--- src/mmuc_pkg.sv ---
// constants and types shared by the multimode up-counter design
package mmuc_pkg;
    // register byte offsets on the apb bus
    localparam logic [7:0] ADDR_CTRL1 = 8'h00;
    localparam logic [7:0] ADDR_CTRL2 = 8'h04;
    localparam logic [7:0] ADDR_CMP = 8'h08;
    localparam logic [7:0] ADDR_GATE = 8'h0C;
    localparam logic [7:0] ADDR_STAT = 8'h10;
    // timer_control_one fields
    localparam int C1_MODE_LSB = 0;
    localparam int C1_RUN_LSB = 2;
    localparam int C1_SRC_LSB = 4;
    localparam int C1_CLR_BIT = 7;
    localparam int C1_LOWSPD_BIT = 8;
    localparam int C1_W = 9;
    // timer_control_two fields
    localparam int C2_SEG_BIT = 0;
    localparam int C2_GSRC_LSB = 1;
    localparam int C2_GEDG_BIT = 3;
    localparam int C2_GCLK_LSB = 4;
    localparam int C2_PINBLK_BIT = 6;
    localparam int C2_DIVSTG_BIT = 7;
    localparam int C2_W = 8;
    // gate_period_reg and timer_status_reg fields
    localparam int GP_HI_LSB = 0;
    localparam int GP_LO_LSB = 4;
    localparam int ST_OVF_BIT = 0;
    localparam int ST_GATE_BIT = 1;
    // values after reset
    localparam logic [8:0] C1_RST = 9'h000;
    localparam logic [7:0] C2_RST = 8'h00;
    localparam logic [7:0] GP_RST = 8'h00;
    localparam logic [17:0] CMP_RST = 18'h00001;
    // counter geometry
    localparam int CNT_W = 18;
    localparam int CMP_LOW_BITS = 11;
    // run_control codes
    localparam logic [1:0] RUN_STOP = 2'h0;
    localparam logic [1:0] RUN_START = 2'h2;
    // gate_source_select codes
    localparam logic [1:0] GSRC_PIN = 2'h0;
    localparam logic [1:0] GSRC_INT = 2'h1;
    localparam logic [1:0] GSRC_COMP = 2'h2;
    // source_clock_select codes
    localparam logic [2:0] SRC_FC = 3'h5;
    localparam logic [2:0] SRC_FS = 3'h6;
    localparam logic [2:0] SRC_EXT = 3'h7;
    // prescaler widths
    localparam int FC_DIV_W = 23;
    localparam int FS_DIV_W = 15;
    // window gate period base
    localparam logic [4:0] GATE_FULL = 5'h10;
    // synchroniser lanes: ext pin, low clock, companion output
    localparam int SYNC_W = 3;
    typedef enum logic [1:0] {
        MODE_TIMER, MODE_EVENT, MODE_PULSE, MODE_FREQ
    } mmuc_mode_t;
    typedef enum logic [1:0] {
        GATE_IDLE, GATE_HIGH, GATE_LOW
    } mmuc_gate_st_t;
endpackage

--- src/mmuc_sync.sv ---
// three-stage input synchroniser with agreement filter
`timescale 1ns/10ps
module mmuc_sync (
    input wire logic pclk,
    input wire logic presetn,
    input wire logic [mmuc_pkg::SYNC_W-1:0] async_in,
    output logic [mmuc_pkg::SYNC_W-1:0] level_out
);
    logic [mmuc_pkg::SYNC_W-1:0] s1_q;
    logic [mmuc_pkg::SYNC_W-1:0] s2_q;
    logic [mmuc_pkg::SYNC_W-1:0] s3_q;
    logic [mmuc_pkg::SYNC_W-1:0] agree;

    // a lane changes only once stages two and three agree
    assign agree = ~(s2_q ^ s3_q);

    // s1 feeds only s2, so metastability never reaches the filter
    always_ff @(posedge pclk or negedge presetn) begin
        if (!presetn) begin
            s1_q <= '0;
            s2_q <= '0;
            s3_q <= '0;
            level_out <= '0;
        end else begin
            s1_q <= async_in;
            s2_q <= s1_q;
            s3_q <= s2_q;
            level_out <= (agree & s2_q) | (~agree & level_out);
        end
    end
endmodule // mmuc_sync

--- src/mmuc_gate_gen.sv ---
// internal window gate generator: high and low periods in gate ticks
`timescale 1ns/10ps
module mmuc_gate_gen (
    input wire logic pclk,
    input wire logic presetn,
    input wire logic run,
    input wire logic tick,
    input wire logic [3:0] high_set,
    input wire logic [3:0] low_set,
    output logic gate
);
    mmuc_pkg::mmuc_gate_st_t st_q;
    logic [4:0] left_q;
    logic [4:0] high_len;
    logic [4:0] low_len;

    // period lengths are sixteen minus the setting
    assign high_len = mmuc_pkg::GATE_FULL - {1'b0, high_set};
    assign low_len = mmuc_pkg::GATE_FULL - {1'b0, low_set};

    // first high waits for a divider tick, so start may lag one tick
    // low length is sampled only on entry to the low period
    always_ff @(posedge pclk or negedge presetn) begin
        if (!presetn) begin
            st_q <= mmuc_pkg::GATE_IDLE;
            left_q <= 5'h00;
        end else if (!run) begin
            st_q <= mmuc_pkg::GATE_IDLE;
            left_q <= 5'h00;
        end else if (tick) begin
            case (st_q)
                mmuc_pkg::GATE_IDLE: begin
                    st_q <= mmuc_pkg::GATE_HIGH;
                    left_q <= high_len;
                end
                mmuc_pkg::GATE_HIGH: begin
                    if (left_q <= 5'h01) begin
                        st_q <= mmuc_pkg::GATE_LOW;
                        left_q <= low_len;
                    end else begin
                        left_q <= left_q - 5'h01;
                    end
                end
                mmuc_pkg::GATE_LOW: begin
                    if (left_q <= 5'h01) begin
                        st_q <= mmuc_pkg::GATE_HIGH;
                        left_q <= high_len;
                    end else begin
                        left_q <= left_q - 5'h01;
                    end
                end
                default: begin
                    st_q <= mmuc_pkg::GATE_IDLE;
                    left_q <= 5'h00;
                end
            endcase
        end
    end

    // gate is high only in the counting period
    always_ff @(posedge pclk or negedge presetn) begin
        if (!presetn) begin
            gate <= 1'b0;
        end else begin
            gate <= run && (st_q == mmuc_pkg::GATE_HIGH);
        end
    end
endmodule // mmuc_gate_gen

--- src/mmuc_top.sv ---
// multimode 18-bit up-counter with apb register access
`timescale 1ns/10ps
module mmuc_top (
    input wire logic pclk,
    input wire logic presetn,
    input wire logic psel,
    input wire logic penable,
    input wire logic pwrite,
    input wire logic [7:0] paddr,
    input wire logic [31:0] pwdata,
    output logic [31:0] prdata,
    output logic pready,
    output logic pslverr,
    input wire logic ext_count_pin,
    input wire logic low_clk_in,
    input wire logic companion_timer_output,
    output logic timer_one_irq,
    output logic shared_output_pin
);
    // register state
    logic [8:0] ctrl1_q;
    logic [7:0] ctrl2_q, gate_period_q;
    logic [17:0] cmp_q, cnt_q;
    logic ovf_q;

    // synchronised inputs and their previous levels
    logic [2:0] sync_lvl;
    logic ext_count_input, fs_lvl, comp_lvl, ext_prev_q, fs_prev_q;
    // prescalers
    logic [22:0] fc_div_q;
    logic [14:0] fs_div_q;
    // edge history
    logic src_prev_q, gclk_prev_q, gate_prev_q, pand_prev_q, fand_prev_q;

    // control fields
    mmuc_pkg::mmuc_mode_t mode;
    logic [1:0] run_control, gate_source_select, gate_clock_select;
    logic [2:0] source_clock_select;
    logic low_speed, input_edge_select, gate_irq_edge_select;
    logic companion_pin_block, divider_stage_select, running;
    logic [3:0] gate_high_setting, gate_low_setting;

    // field extraction
    assign mode = mmuc_pkg::mmuc_mode_t'(
        ctrl1_q[mmuc_pkg::C1_MODE_LSB +: 2]);
    assign run_control = ctrl1_q[mmuc_pkg::C1_RUN_LSB +: 2];
    assign source_clock_select = ctrl1_q[mmuc_pkg::C1_SRC_LSB +: 3];
    assign low_speed = ctrl1_q[mmuc_pkg::C1_LOWSPD_BIT];
    assign input_edge_select = ctrl2_q[mmuc_pkg::C2_SEG_BIT];
    assign gate_source_select = ctrl2_q[mmuc_pkg::C2_GSRC_LSB +: 2];
    assign gate_irq_edge_select = ctrl2_q[mmuc_pkg::C2_GEDG_BIT];
    assign gate_clock_select = ctrl2_q[mmuc_pkg::C2_GCLK_LSB +: 2];
    assign companion_pin_block = ctrl2_q[mmuc_pkg::C2_PINBLK_BIT];
    assign divider_stage_select = ctrl2_q[mmuc_pkg::C2_DIVSTG_BIT];
    assign gate_high_setting = gate_period_q[mmuc_pkg::GP_HI_LSB +: 4];
    assign gate_low_setting = gate_period_q[mmuc_pkg::GP_LO_LSB +: 4];
    assign running = (run_control == mmuc_pkg::RUN_START);

    // apb decode
    logic setup_ph, wr_acc, hit, counter_clear_cmd;
    logic wr_ctrl1, wr_ctrl2, wr_cmp, wr_gate;
    logic [1:0] new_run;

    assign setup_ph = psel && !penable;
    assign wr_acc = psel && penable && pready && pwrite;
    assign hit = (paddr == mmuc_pkg::ADDR_CTRL1)
        || (paddr == mmuc_pkg::ADDR_CTRL2)
        || (paddr == mmuc_pkg::ADDR_CMP)
        || (paddr == mmuc_pkg::ADDR_GATE)
        || (paddr == mmuc_pkg::ADDR_STAT);
    assign wr_ctrl1 = wr_acc && (paddr == mmuc_pkg::ADDR_CTRL1);
    assign wr_ctrl2 = wr_acc && (paddr == mmuc_pkg::ADDR_CTRL2);
    assign wr_cmp = wr_acc && (paddr == mmuc_pkg::ADDR_CMP);
    assign wr_gate = wr_acc && (paddr == mmuc_pkg::ADDR_GATE);
    // clear is a write-one strobe; the bit is stored in ctrl1_q but reads back zero
    assign counter_clear_cmd = wr_ctrl1
        && pwdata[mmuc_pkg::C1_CLR_BIT];
    assign new_run = pwdata[mmuc_pkg::C1_RUN_LSB +: 2];

    // external pin, low clock and companion output cross domains
    mmuc_sync u_sync (
        .pclk(pclk),
        .presetn(presetn),
        .async_in({companion_timer_output, low_clk_in, ext_count_pin}),
        .level_out(sync_lvl)
    );
    assign ext_count_input = sync_lvl[0];
    assign fs_lvl = sync_lvl[1];
    assign comp_lvl = sync_lvl[2];

    // input edges
    logic ext_fall, ext_rise, fs_rise;
    assign ext_fall = ext_prev_q && !ext_count_input;
    assign ext_rise = !ext_prev_q && ext_count_input;
    assign fs_rise = !fs_prev_q && fs_lvl;

    // internal source clock as a divider level; fast means every cycle
    logic src_fast, src_lvl, src_tick;
    assign src_fast = (source_clock_select == mmuc_pkg::SRC_FC);
    assign src_lvl =
        (source_clock_select == 3'h0) ?
            (divider_stage_select ? fs_div_q[14] : fc_div_q[22]) :
        (source_clock_select == 3'h1) ?
            (divider_stage_select ? fs_div_q[4] : fc_div_q[12]) :
        (source_clock_select == 3'h2) ?
            (divider_stage_select ? fs_div_q[2] : fc_div_q[10]) :
        (source_clock_select == 3'h3) ? fc_div_q[6] :
        (source_clock_select == 3'h4) ? fc_div_q[2] :
        (source_clock_select == mmuc_pkg::SRC_FS) ? fs_lvl :
        (source_clock_select == mmuc_pkg::SRC_EXT) ? ext_count_input :
        1'b1;
    assign src_tick = src_fast || (src_prev_q && !src_lvl);

    // gate clock taps; the reserved code gives no ticks
    logic gclk_lvl;
    logic gclk_tick;
    assign gclk_lvl =
        (gate_clock_select == 2'h0) ?
            (divider_stage_select ? fs_div_q[3] : fc_div_q[11]) :
        (gate_clock_select == 2'h1) ?
            (divider_stage_select ? fs_div_q[4] : fc_div_q[12]) :
        (gate_clock_select == 2'h2) ?
            (divider_stage_select ? fs_div_q[5] : fc_div_q[13]) :
        1'b0;
    assign gclk_tick = gclk_prev_q && !gclk_lvl;

    // internal window gate generator
    logic int_gate;
    mmuc_gate_gen u_gate (
        .pclk(pclk),
        .presetn(presetn),
        .run(running && (mode == mmuc_pkg::MODE_FREQ)),
        .tick(gclk_tick),
        .high_set(gate_high_setting),
        .low_set(gate_low_setting),
        .gate(int_gate)
    );

    // window gate source selection
    logic gate_lvl;
    logic gate_fall;
    logic gate_rise;
    assign gate_lvl =
        (gate_source_select == mmuc_pkg::GSRC_PIN) ? ext_count_input :
        (gate_source_select == mmuc_pkg::GSRC_INT) ? int_gate :
        (gate_source_select == mmuc_pkg::GSRC_COMP) ? comp_lvl :
        1'b0;
    assign gate_fall = gate_prev_q && !gate_lvl;
    assign gate_rise = !gate_prev_q && gate_lvl;

    // pulse mode counts falls of input and source clock; a fall of
    // the input while the clock is high ends with one extra count
    logic pand_lvl;
    logic pand_fall;
    assign pand_lvl = ext_count_input && (src_fast || src_lvl);
    assign pand_fall = pand_prev_q && (!pand_lvl || src_fast);

    // frequency mode: falling-only counts the fall of input and gate
    logic fand_lvl;
    logic freq_inc;
    assign fand_lvl = ext_count_input && gate_lvl;
    assign freq_inc = input_edge_select ?
        (((ext_fall || ext_rise) && gate_lvl) || gate_fall) :
        (fand_prev_q && !fand_lvl);

    // increment request per mode
    logic inc;
    logic match_mode;
    always_comb begin
        inc = 1'b0;
        match_mode = 1'b0;
        case (mode)
            mmuc_pkg::MODE_TIMER: begin
                inc = src_tick;
                match_mode = 1'b1;
            end
            mmuc_pkg::MODE_EVENT: begin
                inc = ext_fall;
                match_mode = 1'b1;
            end
            mmuc_pkg::MODE_PULSE: inc = pand_fall;
            mmuc_pkg::MODE_FREQ: inc = freq_inc;
            default: inc = 1'b0;
        endcase
        inc = inc && running;
    end

    // compare on the next count; low 11 bits drop out at low speed with the fast source
    logic [17:0] cnt_next, cmp_mask;
    logic match, wrap;
    assign cnt_next = cnt_q + 18'h00001;
    assign cmp_mask = (low_speed && src_fast) ?
        {7'h7F, 11'h000} : 18'h3FFFF;
    assign match = match_mode && inc
        && ((cnt_next & cmp_mask) == (cmp_q & cmp_mask));
    assign wrap = inc && (cnt_q == 18'h3FFFF);

    // interrupt causes
    logic gate_irq, stop_irq, start_irq;
    assign gate_irq =
        ((mode == mmuc_pkg::MODE_PULSE) && running
            && (ext_fall || (ext_rise && gate_irq_edge_select))) ||
        ((mode == mmuc_pkg::MODE_FREQ) && running
            && (gate_fall || (gate_rise && gate_irq_edge_select)));
    assign stop_irq = wr_ctrl1 && (mode == mmuc_pkg::MODE_PULSE)
        && ext_count_input && running
        && (new_run == mmuc_pkg::RUN_STOP);
    assign start_irq = wr_ctrl1 && (mode == mmuc_pkg::MODE_PULSE)
        && ext_count_input && !running && gate_irq_edge_select
        && (new_run == mmuc_pkg::RUN_START);

    // gate status: only the frequency mode shows the gate level
    logic gate_status_flag;
    assign gate_status_flag = running && (mode == mmuc_pkg::MODE_FREQ)
        && gate_lvl;

    // read mux; reserved bits read zero
    logic [31:0] rd_mux;
    assign rd_mux =
        (paddr == mmuc_pkg::ADDR_CTRL1) ? {23'h000000,
            ctrl1_q & ~(9'h001 << mmuc_pkg::C1_CLR_BIT)} :
        (paddr == mmuc_pkg::ADDR_CTRL2) ? {24'h000000, ctrl2_q} :
        (paddr == mmuc_pkg::ADDR_CMP) ? {14'h0000, cnt_q} :
        (paddr == mmuc_pkg::ADDR_GATE) ? {24'h000000, gate_period_q} :
        (paddr == mmuc_pkg::ADDR_STAT) ? {30'h00000000,
            gate_status_flag, ovf_q} :
        32'h00000000;

    // apb answer: ready in the first access cycle, no wait states
    always_ff @(posedge pclk or negedge presetn) begin
        if (!presetn) begin
            pready <= 1'b0;
            pslverr <= 1'b0;
            prdata <= 32'h00000000;
        end else begin
            pready <= setup_ph;
            pslverr <= setup_ph && !hit;
            prdata <= (setup_ph && !pwrite) ? rd_mux : 32'h00000000;
        end
    end

    // software-written registers
    always_ff @(posedge pclk or negedge presetn) begin
        if (!presetn) begin
            ctrl1_q <= mmuc_pkg::C1_RST;
            ctrl2_q <= mmuc_pkg::C2_RST;
            cmp_q <= mmuc_pkg::CMP_RST;
            gate_period_q <= mmuc_pkg::GP_RST;
        end else begin
            if (wr_ctrl1) begin
                ctrl1_q <= pwdata[8:0];
            end
            if (wr_ctrl2) begin
                ctrl2_q <= pwdata[7:0];
            end
            if (wr_cmp) begin
                cmp_q <= pwdata[17:0];
            end
            if (wr_gate) begin
                gate_period_q <= pwdata[7:0];
            end
        end
    end

    // counter; stopping keeps the value so counting resumes from it
    always_ff @(posedge pclk or negedge presetn) begin
        if (!presetn) begin
            cnt_q <= 18'h00000;
        end else if (counter_clear_cmd) begin
            cnt_q <= 18'h00000;
        end else if (match) begin
            cnt_q <= 18'h00000;
        end else if (inc) begin
            cnt_q <= cnt_next;
        end
    end

    // overflow is sticky; a wrap in the clear cycle still sets it
    always_ff @(posedge pclk or negedge presetn) begin
        if (!presetn) begin
            ovf_q <= 1'b0;
        end else begin
            ovf_q <= (ovf_q && !counter_clear_cmd) || wrap;
        end
    end

    // free-running prescalers; the low clock stage steps on its rising edges
    always_ff @(posedge pclk or negedge presetn) begin
        if (!presetn) begin
            fc_div_q <= 23'h000000;
            fs_div_q <= 15'h0000;
        end else begin
            fc_div_q <= fc_div_q + 23'h000001;
            if (fs_rise) begin
                fs_div_q <= fs_div_q + 15'h0001;
            end
        end
    end

    // edge history for every level that is edge-detected
    always_ff @(posedge pclk or negedge presetn) begin
        if (!presetn) begin
            ext_prev_q <= 1'b0;
            fs_prev_q <= 1'b0;
            src_prev_q <= 1'b0;
            gclk_prev_q <= 1'b0;
            gate_prev_q <= 1'b0;
            pand_prev_q <= 1'b0;
            fand_prev_q <= 1'b0;
        end else begin
            ext_prev_q <= ext_count_input;
            fs_prev_q <= fs_lvl;
            src_prev_q <= src_lvl;
            gclk_prev_q <= gclk_lvl;
            gate_prev_q <= gate_lvl;
            pand_prev_q <= pand_lvl;
            fand_prev_q <= fand_lvl;
        end
    end

    // outputs from flops; irq is high for one cycle after each cycle holding any event
    always_ff @(posedge pclk or negedge presetn) begin
        if (!presetn) begin
            timer_one_irq <= 1'b0;
            shared_output_pin <= 1'b0;
        end else begin
            timer_one_irq <= match || gate_irq || stop_irq || start_irq;
            // routing only; the companion timer keeps running
            shared_output_pin <= !companion_pin_block
                && comp_lvl;
        end
    end
endmodule // mmuc_top

--- config.mk ---
export PLATFORM = sky130hd
export DESIGN_NAME = mmuc_top
export DESIGN_NICKNAME = d
export VERILOG_FILES = /design/src/mmuc_pkg.sv /design/src/mmuc_sync.sv /design/src/mmuc_gate_gen.sv /design/src/mmuc_top.sv
export SDC_FILE = /design/constraint.sdc
export NUM_CORES = 1
export LEC_CHECK = 0
export BUFFER_PORTS_ARGS = -buffer_cell sky130_fd_sc_hd__buf_4
export CAP_MARGIN = 30
export CORE_MARGIN = 5
export CORE_UTILIZATION = 59
export CTS_CLUSTER_DIAMETER = 30
export DETAILED_ROUTE_END_ITERATION = 10
export PLACE_DENSITY = 0.8
export SYNTH_ARGS = -nofsm -noshare
export SYNTH_HDL_FRONTEND = slang
export SYNTH_SLANG_ARGS = --single-unit
export TNS_END_PERCENT = 5
--- constraint.sdc ---
create_clock -name pclk -period 3.4 [get_ports pclk]
set_input_delay 0.51 -clock pclk [delete_from_list [all_inputs] [get_ports pclk]]
set_output_delay 0.51 -clock pclk [all_outputs]
set_load 0.02 [all_outputs]
==> reports/results.ini, run 1 <==
[status]
status = finished, final reports clean

[yosys]
synth_seq_cells = 148
synth_common_cells = dfrtp_1, xnor2_1, nand2_1
synth_edf_count = 0
yosysUniqueCellTypes = 69
ys.flop_type = dfrtp_1
synth_top_area_cell = dfrtp_1
synthCells = 714
ys_warn_count = 0
synth_area_leaders = dfrtp_1, mux2_2, xnor2_1, nand2_1, xor2_1
synth_top_cell_area_share_pct = 48.5
synth_area_per_cell_um2 = 10.6
yosysMostFrequentCell = dfrtp_1
yosysSeqAreaShare_pct = 48.8
async_flop_share_pct = 100
synthesis.area_um2 = 7590

[finish]
drive_gt1_share_pct = 20.6
syn2layout_area_growth_pct = 14.7
nets = 822
fillers = 953
insertedDiodeCount = 0

[sta]
rsz0062_at_grt = false
fin_setup_tns_ns = 0
layout_setup_ws_ns = 0.359
skew_ns = 0.00541
min_period_ns = 3.04
setup_viol = 0
max_freq_mhz = 329
relSlewSlack_pct = 53.9
period_share_pct = 89.4
final_hold_viol_count = 0
final-max-slew-violation-count = 0
tightest_slew_ns = 0.692

[min_path]
min_path_type = in -> async

[clock_tree]
postCtsSetupBuffers = 0
post_cts_resize_count = 0
root_buffer = clkbuf_16
cts_tree = yes
cts_sinks = 148
clk_pin_slew_ns = 0.06
cts.path.max_buffers = 2
cts_made_buffers = 17
insertion_delay_ns = 0.42
cts_hold_buf = 0
htreeDepth = 4

[floorplan]
io_pins = 84
core_um2 = 12600
start_util_pct = 60.1
rows = 41
dieArea_um2 = 15200
die_w_um = 123
chipHeight_um = 123

[grt]
grt_first_pass_wirelength_mm = 28.7
grt_max_degree = 77
grt_pass1_vias = 5844
antenna_found_initial = 0
globalRouteTotalUtil_pct = 24.3
grt_overflow_total = 0

[critical_path]
crit_type = reg -> reg
reg2reg_from = cnt_q[0]
critical_path.cell_chain = ha_1 -> nand3_1 -> or4_1 -> or3_1 -> a32oi_1 -> nand4_1 -> nor3_4 -> buf_4 -> a311o_1
cp_slowest_stage_delay_ns = 0.69
arrival_ns = 3.39
reg2reg_setup_slack_ns = 0.36
r2r.worst_path.cells = 9
cp-end-kind = register
start_kind = register
cp_max_fo = 9
slowest_stage = or4_1
crit_required_ns = 3.75
reg2reg_to = timer_one_irq

[detailed_routing]
detail_route.iter0.violations = 536
route.detailed.drc = 0
viasPerCell = 6.05
drt_first_pass_iters = 5
wire_per_inst_um = 18.2
antenna_left = 0
totalWireLength_mm = 17.2
routed-via-count = 5719

[placement]
gp_congestion = 0.916
hpwl_mm = 12.2
port-buffer-count = 55
place_ws_ns = 0.460

[pwr]
powerDensity_nw_per_um2 = 453
p_leak_nw = 3.92
irDropWorstVdd_uv = 356

[run]
cap_violations = 0

[logic make-up after synthesis]
family | synth area share [%]
AO/OA/AOI/OAI | 10.9
flip-flops | 48.8
buffers and inverters | 4.57
other | 0.0494
multiplexers | 8.87
adder cells (fa/ha/maj) | 1.88
AND/OR/NAND/NOR | 16.7
XOR/XNOR | 8.19
[state kept, by name, indices dropped and copies added (netlist names), 8 cells and up, named ones only]
register       count
fc_div_q          23
ctrl2_q            8
ctrl1_q            8
cnt_q             18
cmp_q             18
prdata            18
fs_div_q          15
gate_period_q      8
[worst max-delay path: cells and delay by family, from the launching register on]
kind	cells	cell delay (ns)
simple gates	5	1.65
flops	1	0.48
compound gates	2	0.33
fa+ha+maj	1	0.31
buf+inv	1	0.20
[cells in the final DEF (no fill, tap or decap), types with 4 or more instances in the layout]
cell	count
inv_1	22
or4_1	4
mux2i_1	11
nor3_1	28
a221oi_1	6
clkbuf_16	17
o31ai_1	4
conb_1	14
o21ai_0	23
nor4_1	4
a2111oi_2	9
nor2b_1	10
nand2b_1	4
a22oi_1	5
a21oi_1	16
a31oi_1	4
nand2_1	50
xnor2_1	51
and3_1	11
nand4_1	15
mux2_2	44
dfrtp_1	147
xor2_1	20
or3_1	9
ha_1	9
nor2_1	45
buf_4	67
and4_1	5
a211oi_1	11
and2_1	15
nand3_1	27
[stage by stage]
step	utilization (%)	power, mW	hold WS [ns]	std cells	area [um^2]
detailed placement	64.4	2.11	0.340	918	8130
CTS	69.0	3.97	0.146	945	8710
floorplan	-	2.01	0.214	727	7640
global placement	64.4	2.10	0.332	918	8130
global route	69.0	4.09	0.166	945	8710
finish	69.0	3.94	0.0955	945	8710
[worst max path at each step]
stage	start	endpoint	depth (start not counted)
after floorplan	cnt_q[0]	cnt_q[10]	10
after global placement	cnt_q[0]	timer_one_irq	9
after detailed placement	cnt_q[0]	timer_one_irq	9
after CTS	cnt_q[0]	timer_one_irq	9
after global routing	cnt_q[0]	timer_one_irq	9
final	cnt_q[0]	timer_one_irq	9
[power by group]
group	switching, mW	internal [mW]	leakage (nW)	total (mW)
clock network	0.675	1.19	0.280	1.86
logic	0.119	0.0876	1.74	0.206
registers	0.0541	1.82	1.89	1.87
[cell type report]
cell class,instances,area [um^2],share of cell area (%)
clock buffer,22,474,5.45
clock inverter,5,103,1.18
inverter,22,82.6,0.948
multi-input combinational,507,3590,41.3
sequential,148,3700,42.5
tap,172,215,2.47
timing repair buffer,69,534,6.14
[metal layers]
metal	global-route usage (%)	up-vias	share of wire (%)
li1	-	2621	-
met1	30.4	2838	40
met2	40.4	210	50
met3	5.63	50	6.8
met4	10.2	0	3.0
met5	0	-	0
Power figures use the tool's default switching activity.
==> inputs of run 2 (changes only) <==
- CORE_MARGIN: 5 -> unset
==> run 2 against run 1 <==
Compared with the run above: global-route usage rose by 3.4 points; combinational power barely moved; first-iteration DRC count fell by 0.56%; count of clock-buffer cells in the layout fell by 2; setup slack got worse by 0.025 ns; largest power group unchanged.
==> reports/results.ini, run 2 (synthesis results as in run 1) <==
[floorplan]
die_w_um = 115
rows = 41
core_um2 = 12600
chipHeight_um = 115
io_pins = 84
dieArea_um2 = 13300
start_util_pct = 60.4

[critical_path]
reg2reg_setup_slack_ns = 0.33
r2r.worst_path.cells = 9
cp_max_fo = 15
start_kind = register
reg2reg_from = cnt_q[0]
arrival_ns = 3.37
crit_required_ns = 3.71
cp-end-kind = register
crit_type = reg -> reg
reg2reg_to = cnt_q[13]

[clock_tree]
cts_made_buffers = 17
cts_hold_buf = 0
insertion_delay_ns = 0.43
cts_sinks = 148
post_cts_resize_count = 0
postCtsSetupBuffers = 0
htreeDepth = 4
cts.path.max_buffers = 2
root_buffer = clkbuf_16
cts_tree = yes
clk_pin_slew_ns = 0.06

[sta]
relSlewSlack_pct = 53.5
rsz0062_at_grt = false
min_period_ns = 3.07
fin_setup_tns_ns = 0
max_freq_mhz = 326
final-max-slew-violation-count = 0
final_hold_viol_count = 0
period_share_pct = 90.2
tightest_slew_ns = 0.697
layout_setup_ws_ns = 0.334
skew_ns = 0.00818
setup_viol = 0

[placement]
place_ws_ns = 0.417
port-buffer-count = 55
hpwl_mm = 11.9
gp_congestion = 0.880
place_area_um2 = 8130

[finish]
nets = 820
layout_common_cells = dfrtp_1, buf_4, xnor2_1, nand2_1, nor2_1
drive_gt1_share_pct = 21.0
final_common_cell = dfrtp_1
largest-register = fc_div_q
largest_reg_flops = 23
post-route-util_pct = 69.1
insertedDiodeCount = 0
finish.instance_area_um2 = 8690
syn2layout_area_growth_pct = 14.5

[status]
status = finished, final reports clean

[grt]
globalRouteTotalUtil_pct = 27.7
grt_pass1_vias = 5571
grt_overflow_total = 0
grt_first_pass_wirelength_mm = 27.7
grt_max_degree = 75
antenna_found_initial = 0

[detailed_routing]
routed-via-count = 5708
detail_route.iter0.violations = 533
antenna_left = 0
viasPerCell = 6.02
drt_first_pass_iters = 5
route.detailed.drc = 0
wire_per_inst_um = 18.1
totalWireLength_mm = 17.2

[pwr]
power_mw = 3.87
powerDensity_nw_per_um2 = 445
p_leak_nw = 3.89
irDropWorstVdd_uv = 496

[min_path]
min_path_type = in -> async

[run]
cap_violations = 0

run 2: worst max-delay path by stage:
stage | cells after the start | slack, ns | endpoint | from
2_1_floorplan | 10 | 0.53 | cnt_q[10] | cnt_q[0]
3_3_place_gp | 9 | 0.45 | cnt_q[7] | cnt_q[0]
3_5_place_dp | 9 | 0.42 | cnt_q[13] | cnt_q[0]
4_1_cts | 9 | 0.40 | cnt_q[11] | cnt_q[0]
5_1_grt | 9 | 0.11 | cnt_q[11] | cnt_q[0]
6_report | 9 | 0.33 | cnt_q[13] | cnt_q[0]
run 2: stage by stage:
stage	cells	hold slack, ns
3_3_place_gp	916	0.337
6_report	948	0.104
3_5_place_dp	916	0.337
5_1_grt	948	0.152
2_1_floorplan	727	0.214
4_1_cts	948	0.133
run 2: worst max-delay path, cell delays in order (launching register included):
cell	delay, ns
dfrtp_1	0.46
ha_1	0.30
nand3_1	0.13
or4_1	0.69
or3_1	0.41
a32oi_1	0.18
nand4_1	0.20
nor3_4	0.30
buf_12	0.19
nor3_1	0.08
run 2: cell type report:
class	instances	area, um^2
clock buffer	20	457
clock inverter	12	105
fill	922	3880
inverter	22	82.6
multi-input combinational	507	3590
sequential	148	3700
tap	172	215
timing repair buffer	67	532
run 2: layer usage:
| metal | wire length (um) | global-route usage [%] | up-vias |
|---|---|---|---|
| met2 | 8520 | 45.1 | 250 |
| met3 | 1100 | 7.37 | 54 |
| met5 | 0 | 0 | - |
| met4 | 515 | 12.5 | 0 |
| li1 | - | - | 2615 |
| met1 | 7020 | 34.7 | 2789 |
run 2: power breakdown:
group          leakage (nW)  switching [mW]  internal [mW]
clock                 0.265           0.747           1.04
sequential             1.89          0.0557           1.81
combinational          1.73           0.120         0.0882
total                  3.89           0.923           2.94
